===== config.mk =====
export PLATFORM = sky130hd
export DESIGN_NAME = cdmp_port
export DESIGN_NICKNAME = d
export VERILOG_FILES = /design/src/cdmp_pkg.sv /design/src/cdmp_port.sv
export VERILOG_INCLUDE_DIRS = /design/src
export SDC_FILE = /design/constraint.sdc
export NUM_CORES = 1
export LEC_CHECK = 0
export ABC_CLOCK_PERIOD_IN_PS = 16800
export BUFFER_PORTS_ARGS = -buffer_cell sky130_fd_sc_hd__buf_2
export CORE_UTILIZATION = 57
export CTS_CLUSTER_SIZE = 25
export DETAILED_ROUTE_END_ITERATION = 8
export GPL_TIMING_DRIVEN = 0
export HOLD_SLACK_MARGIN = 0.03
export PLACE_DENSITY = 0.91
export SKIP_CTS_REPAIR_TIMING = 1
export SLEW_MARGIN = 15
export SYNTH_ARGS = -nofsm -noshare
export SYNTH_HDL_FRONTEND = slang
export SYNTH_SLANG_ARGS = --single-unit

===== constraint.sdc =====
create_clock -name clk -period 16.8 [get_ports clk]
set_input_delay 4.2 -clock clk [delete_from_list [all_inputs] [get_ports clk]]
set_output_delay 4.2 -clock clk [all_outputs]
set_load 0.01 [all_outputs]

===== src/cdmp_regs.svh =====
// Behaviour
// - all port signals timed on rising clk
// - low cycle_extend_enable stretches the bus cycle
// - 32-bit byte address, bursts step by four
// - write_not_read high writes, fixed in burst
// - size codes byte/half/word, never 11
// - bursts are word only, size fixed
// - privilege_indicator zero user, one privileged
// - atomic_lock high only during swap read
// - inverted mode bits, user when forced
// - write data on write bus, coprocessor too
// - read bus sampled at cycle end
// - fault sampled on active cycles, raises abort
// - no path from fault to requests
// - cycle type from request_inactive_n and sequential_flag
// - byte and half writes replicated on bus
`ifndef CDMP_REGS_SVH
`define CDMP_REGS_SVH
// ==========================================
// size codes
`define CDMP_SIZE_BYTE 2'h0
`define CDMP_SIZE_HALF 2'h1
`define CDMP_SIZE_WORD 2'h2
// ==========================================
// cycle type codes {request_inactive_n, sequential_flag}
`define CDMP_CYC_N 2'h0
`define CDMP_CYC_S 2'h1
`define CDMP_CYC_I 2'h2
`define CDMP_CYC_C 2'h3
// ==========================================
// misc constants
`define CDMP_WORD_STEP 32'h00000004
`define CDMP_MODE_USER 5'h10
`define CDMP_MODE_SVC 5'h13
`endif


===== src/cdmp_pkg.sv =====
package cdmp_pkg;
    // request kinds from the core pipeline
    typedef enum logic [1:0] {CDMP_OP_NONE, CDMP_OP_LOAD, CDMP_OP_STORE, CDMP_OP_COPRO} cdmp_op_t;
    // port sequencer states
    typedef enum logic [1:0] {CDMP_IDLE, CDMP_XFER, CDMP_SWAP_WR} cdmp_state_t;
endpackage : cdmp_pkg


===== src/cdmp_port.sv =====
`timescale 1ns/1ps
`include "cdmp_regs.svh"
// ==========================================
// data memory port of the core: takes requests from the pipeline side,
// drives the pipelined address and request signals, returns read data
module cdmp_port
    import cdmp_pkg::*;
(
    input wire logic clk,
    input wire logic rst,
    // far side
    input wire logic cycle_extend_enable,
    input wire logic [31:0] read_data_in,
    input wire logic access_fault,
    output logic [31:0] data_byte_address,
    output logic write_not_read,
    output logic [1:0] transfer_size,
    output logic privilege_indicator,
    output logic atomic_lock,
    output logic [4:0] inverted_mode_bits,
    output logic request_inactive_n,
    output logic sequential_flag,
    output logic more_requests_hint,
    output logic [31:0] write_data_out,
    // core side
    input wire logic req_valid,
    input wire cdmp_op_t req_op,
    input wire logic [31:0] req_addr,
    input wire logic [1:0] req_size,
    input wire logic [31:0] req_wdata,
    input wire logic [3:0] req_beats,
    input wire logic req_swap,
    input wire logic req_force_user,
    input wire logic [4:0] program_status_mode,
    output logic req_ready,
    output logic [31:0] rsp_rdata,
    output logic rsp_valid,
    output logic data_abort
);
    // ==========================================
    // far-side inputs: the memory side is clocked by this same edge, so the
    // enable, fault and read bus are used as they stand; a two-flop stage here
    // would land read data and fault two cycles after their bus cycle ended
    // and the stretch enable would act two cycles too late
    logic ext_en; // a step is allowed at this edge
    logic fault_in; // fault for the data phase now ending
    logic [31:0] rd_in; // read bus for the data phase now ending
    assign ext_en = cycle_extend_enable;
    assign fault_in = access_fault;
    assign rd_in = read_data_in;

    // replicate narrow store data over all lanes
    function automatic logic [31:0] replicate(input logic [1:0] sz, input logic [31:0] d);
        begin
            if (sz == `CDMP_SIZE_BYTE)
                replicate = {4{d[7:0]}};
            else if (sz == `CDMP_SIZE_HALF)
                replicate = {2{d[15:0]}};
            else
                replicate = d;
        end
    endfunction : replicate

    // ==========================================
    // sequencer state
    cdmp_state_t st_r, st_nxt; // sequencer state
    logic [31:0] addr_r, addr_nxt; // address bus
    logic wnr_r, wnr_nxt; // direction
    logic [1:0] size_r, size_nxt; // transfer size
    logic priv_r, priv_nxt; // privilege
    logic lock_r, lock_nxt; // atomic lock
    logic [4:0] nmode_r, nmode_nxt; // inverted mode
    logic nreq_r, nreq_nxt; // request inactive
    logic seq_r, seq_nxt; // sequential flag
    logic more_r, more_nxt; // hint
    logic [31:0] wd_r, wd_nxt; // write bus
    logic [3:0] left_r, left_nxt; // beats still to issue
    logic [31:0] swapd_r, swapd_nxt; // swap write data held
    logic act_r, act_nxt; // a cycle was presented last step
    logic dph_r, dph_nxt; // an n or s data phase is running
    logic dwr_r, dwr_nxt; // that data phase is a write
    logic [31:0] rsp_r, rsp_nxt; // read result
    logic rspv_r, rspv_nxt; // read result strobe
    logic abt_r, abt_nxt; // abort strobe
    logic rdy_r, rdy_nxt; // can take a request

    // ==========================================
    // next state; everything but the read and abort strobes advances only on an enabled step
    always_comb
    begin
        st_nxt = st_r;
        addr_nxt = addr_r;
        wnr_nxt = wnr_r;
        size_nxt = size_r;
        priv_nxt = priv_r;
        lock_nxt = lock_r;
        nmode_nxt = nmode_r;
        nreq_nxt = nreq_r;
        seq_nxt = seq_r;
        more_nxt = more_r;
        wd_nxt = wd_r;
        left_nxt = left_r;
        swapd_nxt = swapd_r;
        act_nxt = act_r;
        dph_nxt = dph_r;
        dwr_nxt = dwr_r;
        rsp_nxt = rsp_r;
        rspv_nxt = 1'b0;
        abt_nxt = 1'b0;
        rdy_nxt = rdy_r;
        if (ext_en)
        begin
            // end of a data phase: capture data and fault for the phase just ended
            if (dph_r && !dwr_r)
            begin
                rsp_nxt = rd_in;
                rspv_nxt = 1'b1;
            end
            // only n and s cycles look at the fault input
            abt_nxt = dph_r && fault_in;
            // the pipelined request presented last step now enters its data phase
            dph_nxt = act_r;
            dwr_nxt = wnr_r;
            act_nxt = 1'b0;
            case (st_r)
                CDMP_IDLE:
                begin
                    nreq_nxt = 1'b1;
                    seq_nxt = 1'b0;
                    more_nxt = 1'b0;
                    lock_nxt = 1'b0;
                    rdy_nxt = 1'b1;
                    if (req_valid && rdy_r && req_op != CDMP_OP_NONE)
                    begin
                        rdy_nxt = 1'b0;
                        addr_nxt = req_addr;
                        // bursts are forced to word size, reserved code never leaves
                        size_nxt = (req_beats > 4'h1 || req_size == 2'h3) ? `CDMP_SIZE_WORD
                            : req_size;
                        priv_nxt = !req_force_user && (program_status_mode != `CDMP_MODE_USER);
                        nmode_nxt = req_force_user ? ~`CDMP_MODE_USER : ~program_status_mode;
                        wnr_nxt = (req_op == CDMP_OP_STORE) && !req_swap;
                        wd_nxt = replicate(req_size, req_wdata);
                        swapd_nxt = req_wdata;
                        lock_nxt = req_swap && (req_op != CDMP_OP_COPRO);
                        if (req_op == CDMP_OP_COPRO)
                        begin
                            {nreq_nxt, seq_nxt} = `CDMP_CYC_C;
                            act_nxt = 1'b0;
                            left_nxt = 4'h0;
                            st_nxt = CDMP_IDLE;
                        end
                        else
                        begin
                            {nreq_nxt, seq_nxt} = `CDMP_CYC_N;
                            act_nxt = 1'b1;
                            left_nxt = (req_beats == 4'h0) ? 4'h0 : req_beats - 4'h1;
                            more_nxt = req_beats > 4'h1;
                            st_nxt = req_swap ? CDMP_SWAP_WR : CDMP_XFER;
                        end
                    end
                end
                CDMP_XFER:
                begin
                    act_nxt = 1'b1;
                    if (left_r != 4'h0)
                    begin
                        // the fault never feeds this choice, so a request may follow an abort
                        addr_nxt = addr_r + `CDMP_WORD_STEP;
                        {nreq_nxt, seq_nxt} = `CDMP_CYC_S;
                        left_nxt = left_r - 4'h1;
                        more_nxt = left_r > 4'h1;
                    end
                    else
                    begin
                        act_nxt = 1'b0;
                        {nreq_nxt, seq_nxt} = `CDMP_CYC_I;
                        more_nxt = 1'b0;
                        lock_nxt = 1'b0;
                        rdy_nxt = 1'b1;
                        st_nxt = CDMP_IDLE;
                    end
                end
                CDMP_SWAP_WR:
                begin
                    // second half of an atomic swap: write to same address, lock dropped
                    act_nxt = 1'b1;
                    {nreq_nxt, seq_nxt} = `CDMP_CYC_N;
                    wnr_nxt = 1'b1;
                    wd_nxt = replicate(size_r, swapd_r);
                    lock_nxt = 1'b0;
                    left_nxt = 4'h0;
                    st_nxt = CDMP_XFER;
                end
                default:
                begin
                    st_nxt = CDMP_IDLE;
                end
            endcase
        end
    end

    // ==========================================
    // registers, launched on the rising edge
    always_ff @(posedge clk or posedge rst)
    begin
        if (rst)
        begin
            st_r <= CDMP_IDLE;
            addr_r <= 32'h0;
            wnr_r <= 1'b0;
            size_r <= `CDMP_SIZE_WORD;
            priv_r <= 1'b1;
            lock_r <= 1'b0;
            nmode_r <= ~`CDMP_MODE_SVC;
            nreq_r <= 1'b1;
            seq_r <= 1'b0;
            more_r <= 1'b0;
            wd_r <= 32'h0;
            left_r <= 4'h0;
            swapd_r <= 32'h0;
            act_r <= 1'b0;
            dph_r <= 1'b0;
            dwr_r <= 1'b0;
            rsp_r <= 32'h0;
            rspv_r <= 1'b0;
            abt_r <= 1'b0;
            rdy_r <= 1'b0;
        end
        else
        begin
            st_r <= st_nxt;
            addr_r <= addr_nxt;
            wnr_r <= wnr_nxt;
            size_r <= size_nxt;
            priv_r <= priv_nxt;
            lock_r <= lock_nxt;
            nmode_r <= nmode_nxt;
            nreq_r <= nreq_nxt;
            seq_r <= seq_nxt;
            more_r <= more_nxt;
            wd_r <= wd_nxt;
            left_r <= left_nxt;
            swapd_r <= swapd_nxt;
            act_r <= act_nxt;
            dph_r <= dph_nxt;
            dwr_r <= dwr_nxt;
            rsp_r <= rsp_nxt;
            rspv_r <= rspv_nxt;
            abt_r <= abt_nxt;
            rdy_r <= rdy_nxt;
        end
    end

    // outputs straight from flops
    assign data_byte_address = addr_r;
    assign write_not_read = wnr_r;
    assign transfer_size = size_r;
    assign privilege_indicator = priv_r;
    assign atomic_lock = lock_r;
    assign inverted_mode_bits = nmode_r;
    assign request_inactive_n = nreq_r;
    assign sequential_flag = seq_r;
    assign more_requests_hint = more_r;
    assign write_data_out = wd_r;
    assign req_ready = rdy_r;
    assign rsp_rdata = rsp_r;
    assign rsp_valid = rspv_r;
    assign data_abort = abt_r;

    // ==========================================
    // checks
    AST_SIZE_LEGAL: assert property (@(posedge clk) disable iff (rst)
        transfer_size != 2'h3) else $error("reserved size driven");
    AST_SEQ_WORD: assert property (@(posedge clk) disable iff (rst)
        (!request_inactive_n && sequential_flag) |-> transfer_size == `CDMP_SIZE_WORD)
        else $error("non-word burst");
    AST_SEQ_STEP: assert property (@(posedge clk) disable iff (rst)
        (!request_inactive_n && sequential_flag && $changed(data_byte_address))
        |-> data_byte_address == $past(data_byte_address) + 32'h4)
        else $error("burst address step wrong");
    AST_SEQ_DIR: assert property (@(posedge clk) disable iff (rst)
        (!request_inactive_n && sequential_flag) |-> $stable(write_not_read))
        else $error("direction changed in burst");
    AST_REPL: assert property (@(posedge clk) disable iff (rst)
        (write_not_read && transfer_size == `CDMP_SIZE_BYTE && !request_inactive_n)
        |-> write_data_out[31:24] == write_data_out[7:0])
        else $error("byte not replicated");
    AST_ABORT: assert property (@(posedge clk) disable iff (rst)
        (ext_en && dph_r && fault_in) |=> data_abort)
        else $error("abort lost");
    AST_NO_ABORT_IDLE: assert property (@(posedge clk) disable iff (rst)
        (ext_en && !dph_r) |=> !data_abort)
        else $error("abort outside active cycle");
    AST_LOCK_SWAP: assert property (@(posedge clk) disable iff (rst)
        (atomic_lock && ext_en) |-> !write_not_read ##1
        (!atomic_lock && write_not_read && !request_inactive_n))
        else $error("lock outside swap read");
    AST_STALL: assert property (@(posedge clk) disable iff (rst)
        !ext_en |=> $stable(data_byte_address) && $stable(request_inactive_n))
        else $error("moved while stretched");
    AST_MODE: assert property (@(posedge clk) disable iff (rst)
        (!request_inactive_n && !privilege_indicator) |-> inverted_mode_bits == ~`CDMP_MODE_USER)
        else $error("user access without user mode");
    COV_BURST: cover property (@(posedge clk) disable iff (rst)
        !request_inactive_n && sequential_flag ##1 sequential_flag);
    COV_SWAP: cover property (@(posedge clk) disable iff (rst) $rose(atomic_lock));
    COV_ABORT: cover property (@(posedge clk) disable iff (rst) data_abort);
    COV_STRETCH: cover property (@(posedge clk) disable iff (rst) !ext_en ##1 ext_en);
endmodule : cdmp_port


---- Word level (Yosys, flattened, before mapping) ----
Index checks and enable logic that the tools add are counted.
cells by class
  equality and inequality tests ........... 12
  multiplexer cells ....................... 46
  order comparisons ....................... 2
  add/subtract/negate cells ............... 3
  reductions and logical operators ........ 30
  bitwise gates (word level) .............. 1
operators with widths
  cell                   count
  $mux 32                7
  $pmux 32 s2            2
  $add 32x3->32 const B  1
  $mux 1                 18
  $mux 4                 4
  $reduce_and 3->1       5
  $pmux 1 s3             4
  $pmux 4 s3             1
  $mux 2                 5
  $eq 2x2->1 const B     4
  $gt 4x1->1 const B     2
  $ne 2x2->1 const B     4
  $reduce_and 4->1       2
  $sub 4x1->4 const B    2
  $logic_and 1x1->1      7
  $eq 2x1->1 const B     3
  $logic_not 2->1        3
  $pmux 1 s2             3
  $pmux 2 s3             1
  $reduce_and 2->1       3
  $reduce_bool 2->1      3
  $mux 5                 1
  $ne 5x5->1 const B     1
  $not 5->5              1
  other kinds (5)        7
word-level totals
  register bits ........................... 153
  input bits .............................. 116
  output and inout bits ................... 112
  logic and storage cells ................. 114

---- Logic depth before layout (Yosys ltp) ----
  depth in word-level cells ............... 5
  mapped depth ............................ 9
  depth with buffers taken out ............ 7

---- Worst setup path before layout ----
Ideal clock, no wire load.
  path kind ............................... input-to-reg
  start point ............................. in req_size[1]
  end point ............................... reg wd_r[16], in the netlist write_data_out[16]
  library setup time ...................... 133 ps
  data required time ...................... 16,667 ps
  stages on the path ...................... 5
  buffers on the path ..................... 2
  slack ................................... 11,495 ps
  data arrival time ....................... 5,172 ps
  path through ............................ buf_2 clkbuf_1 mux2_2 a21oi_1 o21ai_0
on the way
  cells in the longest elaborated chain, start to end .. 5
  elaborated cells on any way between the ends .. 6
  those cells by class .................... eq/ne (1); mux (4); reduce/logical (1)
RTL lines
  element                      RTL line          source
  start: declaration           cdmp_port.sv:29   input wire logic [1:0] req_size,
  $eq 2x1->1 (no source line)  n/a
  $mux 32                      cdmp_port.sv:57   else if (sz == `CDMP_SIZE_HALF)
  $mux 32 *                    cdmp_port.sv:55   if (sz == `CDMP_SIZE_BYTE)
  $mux 32 *                    cdmp_port.sv:133  if (req_valid && rdy_r && req_op != CDMP_OP_NONE)
  $pmux 32 s2 *                cdmp_port.sv:125  case (st_r)
  end signal: assignment       cdmp_port.sv:242  wd_r <= wd_nxt;
  end: declaration             cdmp_port.sv:76   logic [31:0] wd_r, wd_nxt;
Mark *: on every way between the ends. The rest lies on a longest branch, timed or not. The select of a mux whose other input is x is not followed.
A chain may end at the register's enable or synchronous reset.

---- Worst setup path after layout ----
  start point ............................. in req_op[1]
  end point ............................... reg wd_r[22], in the netlist write_data_out[22]
on the way
  cells in the longest elaborated chain, start to end .. 4
RTL lines
  element                            RTL line          source
  start: declaration                 cdmp_port.sv:27   input wire cdmp_op_t req_op,
  $reduce_bool 2->1                  cdmp_port.sv:133
  $logic_and 1x1->1                  cdmp_port.sv:133
  $ne 2x2->1 (no source line)        n/a
  $reduce_and 3->1 (no source line)  n/a
Every way passes these cells.

==> flow_summary.toml <==
[routing]
drtAntennaViolNets = 0
drc = 0
wl_per_cell_microns = 18.49
wirelength_mm = 23.55
drtIter0Drc = 810
vias_per_cell = 6.149
drt-pass1-iter-count = 7
vias = 7834

[synthesis]
synthCells = 840
synth-seq-area-share_pct = 47.94
synth_edf_count = 0
ys.flop_type = "dfrtp_1"
synth_area_per_cell_sq_um = 9.523
syn_area_sq_um = 7999
synth_seq_cells = 153
synthMuxAreaShare_pct = 13.51
synth-xor-area-share_pct = 0.1095
syn-num-nets = 964
synth_top_family_by_area = "simple AND/OR/NAND/NOR gates"
synth-compound-area-share_pct = 15.44
async_flop_share_pct = 100.0
ys_warn_count = 0
synth.distinct_cells = 66
synth_simple_gate_area_share_pct = 17.79
synthAdderAreaFrac_pct = 1.251

[cells_and_area]
multi_input_area_sq_um = 3847
fillCellCount = 939
n_antenna_cell = 0
final_core_util_pct = 74.40
drive_above_1_share_pct = 33.70
regArea_sq_um = 3835
nets = 1209
final_cell_count_no_fill = 1274
syn_to_final_growth_pct = 25.14

[setup_path]
end_kind = "flop"
required_ps = 17070
crit_family = "compound AO/OA/AOI/OAI gates"
slowest_stage = "clkbuf_1"
cp_cell_sequence = "buf_2 > o211ai_2 > nand2_2 > o211ai_2 > clkbuf_1 > o21ai_0"
cpMostUsedCell = "o211ai_2"
worstPathArrival_ps = 5670
worstSetupPathType = "in -> reg"
path_buf_inv = 2
cp-start-kind = "input port"
crit_fanout = 10
max_stage_delay_ps = 510

[sta]
finalSetupViolations = 0
rsz0062_at_grt = "no"
final-hold-violation-count = 0
whs_ps = 468.0
skew_ps = 13.53
max_freq_mhz = 185.1
maxSlewViolCount = 0
relSlewSlack_pct = 49.19
tightest_slew_ps = 762.2
period_minus_slack_ps = 5402
fin_crit_sh_pct = 32.16
fin_setup_tns_ps = 0

[global_route]
antenna_found_initial = 0
grt_pass1_vias = 7506
grt_overflow = 0
grt_pass1_wl_mm = 37.83
grt.total_usage_pct = 33.86
grt_max_degree = 104

[die]
fp.dieW_microns = 120.5
coreArea_sq_um = 13450
die-area_sq_um = 14510
io_pins = 228
rows = 42
die_h_microns = 120.5
start_util_pct = 59.46

[place]
dpl.cell_count = 1242
hpwl_mm = 16.37
portBuffers = 225
gp_congestion = 0.9359

[run]
maxCapViolCount = 0

[clock_tree]
clockBufferDepth = 2
cts_tree = "done"
cts_htree_levels = 4
cts_sinks = 153
path_clk_slew_ps = 60
cts_root_buffer = "clkbuf_16"
clock_latency_ps = 430
cts_buffers = 17

[hold_path]
hp-class = "reg -> reg"

[power_and_ir_drop]
p_total_uw = 1959
power_leakage_uw = 0.004944
power_density_nw_per_um2 = 195.8
vdd_drop_max_uv = 111.0

[status]
status = "completed"
[report_power, final]
group          internal, uW  switching (uW)  total [uW]
combinational           356             505         861
clock                   247             158         405
sequential              546             147         693
total                  1150             810        1960
[routing by layer]
| metal | routed length [microns] | track usage, % | part of all wire, % | vias to the layer above |
|---|---|---|---|---|
| met5 | 0 | 0 | 0 | - |
| met4 | 913 | 17.44 | 3.9 | 0 |
| met3 | 2452 | 8.679 | 10 | 97 |
| met2 | 10990 | 52.55 | 47 | 545 |
| met1 | 9192 | 43.89 | 39 | 3716 |
| li1 | - | - | - | 3476 |
[cell usage after synthesis, types with 4 or more instances]
cell       count  area share [%]
nand2_1      191             9.0
dfrtp_1      148              46
o21ai_0       68             4.3
a21oi_1       57             3.6
mux2_2        53             7.5
mux2i_1       45             5.6
nor2_1        30             1.4
buf_2         22             1.4
clkbuf_1      19            0.89
nand3_1       18             1.1
nor3_1        14            0.88
and3_1        13             1.0
inv_1         12            0.56
o21ai_1       11            0.69
o22ai_1       11            0.86
a2bb2oi_1     10             1.1
a31oi_1        8            0.63
buf_4          8            0.75
ha_1           8             1.3
nand4_1        6            0.47
or3_1          6            0.47
dfstp_2        5             1.6
a22o_1         4            0.44
buf_1          4            0.19
o31ai_1        4            0.38
[cell families (layout without fill, tap and decap cells)]
group           count (synthesis)  after routing
xor+xnor                        1              1
buf+inv                        67            325
mux                           101            101
flops                         153            153
compound gates                202            202
fa+ha+maj                       8              8
simple gates                  308            308
[stage by stage]
stage | setup WS (ps) | area, sq um
after floorplan | 8487 | 7999
after global placement | 6844 | 9345
after detailed placement | 11000 | 9380
after CTS | 11440 | 10010
after global routing | 11280 | 10010
final | 11400 | 10010
[cell type report]
type / count / share of cell area, %
Clock inverter: 12 / 1.625
Tap cell: 176 / 2.200
Timing Repair Buffer: 226 / 11.53
Clock buffer: 20 / 4.663
Multi-Input combinational cell: 620 / 38.44
Sequential cell: 153 / 38.31
Buffer: 54 / 2.675
Inverter: 13 / 0.5625
[worst min-delay path: cells and delay by family, from the launching register on]
family           cells  cell delay (ps)
DFF                  1              330
and+or+nand+nor      2              100
[layout by cell type, fill, tap and decap left out, drive strengths merged, types with 3 or more instances in the layout]
cell / count
a21oi: 57
a22o: 4
a2bb2oi: 10
a31oi: 8
and3: 13
and4: 8
buf: 261
bufinv: 3
clkbuf: 39
clkinv: 5
dfrtp: 148
dfstp: 5
ha: 8
inv: 15
mux2: 56
mux2i: 45
nand2: 192
nand3: 19
nand4: 8
nor2: 32
nor3: 15
nor3b: 3
nor4: 4
o211a: 3
o211ai: 4
o21a: 3
o21ai: 79
o22ai: 11
o31ai: 4
or3: 6
[flip-flops by register name (all words and copies together), names as in the netlist, 2 cells and up]
name and cells:
left_r 4, transfer_size 2, data_byte_address 32, swapd_r 32
inverted_mode_bits 5, write_data_out 32, rsp_rdata 32, st_r 2
[path summary, 6_finish.rpt]
check / slack, ps / cells past startpoint / endpoint / from
worst min-delay path: 470 / 2 / rsp_rdata[27] / rsp_rdata[27]
worst max register to register: 14500 / 8 / write_data_out[18] / st_r[0]
min in group asynchronous: 3760 / 2 / rsp_rdata[6] / rst
worst max-delay path: 11400 / 6 / write_data_out[22] / req_op[1]
worst min register to register: 470 / 2 / rsp_rdata[27] / rsp_rdata[27]
max in group asynchronous: 12190 / 3 / privilege_indicator / rst
No activity file was read; power rests on OpenSTA's default activity.
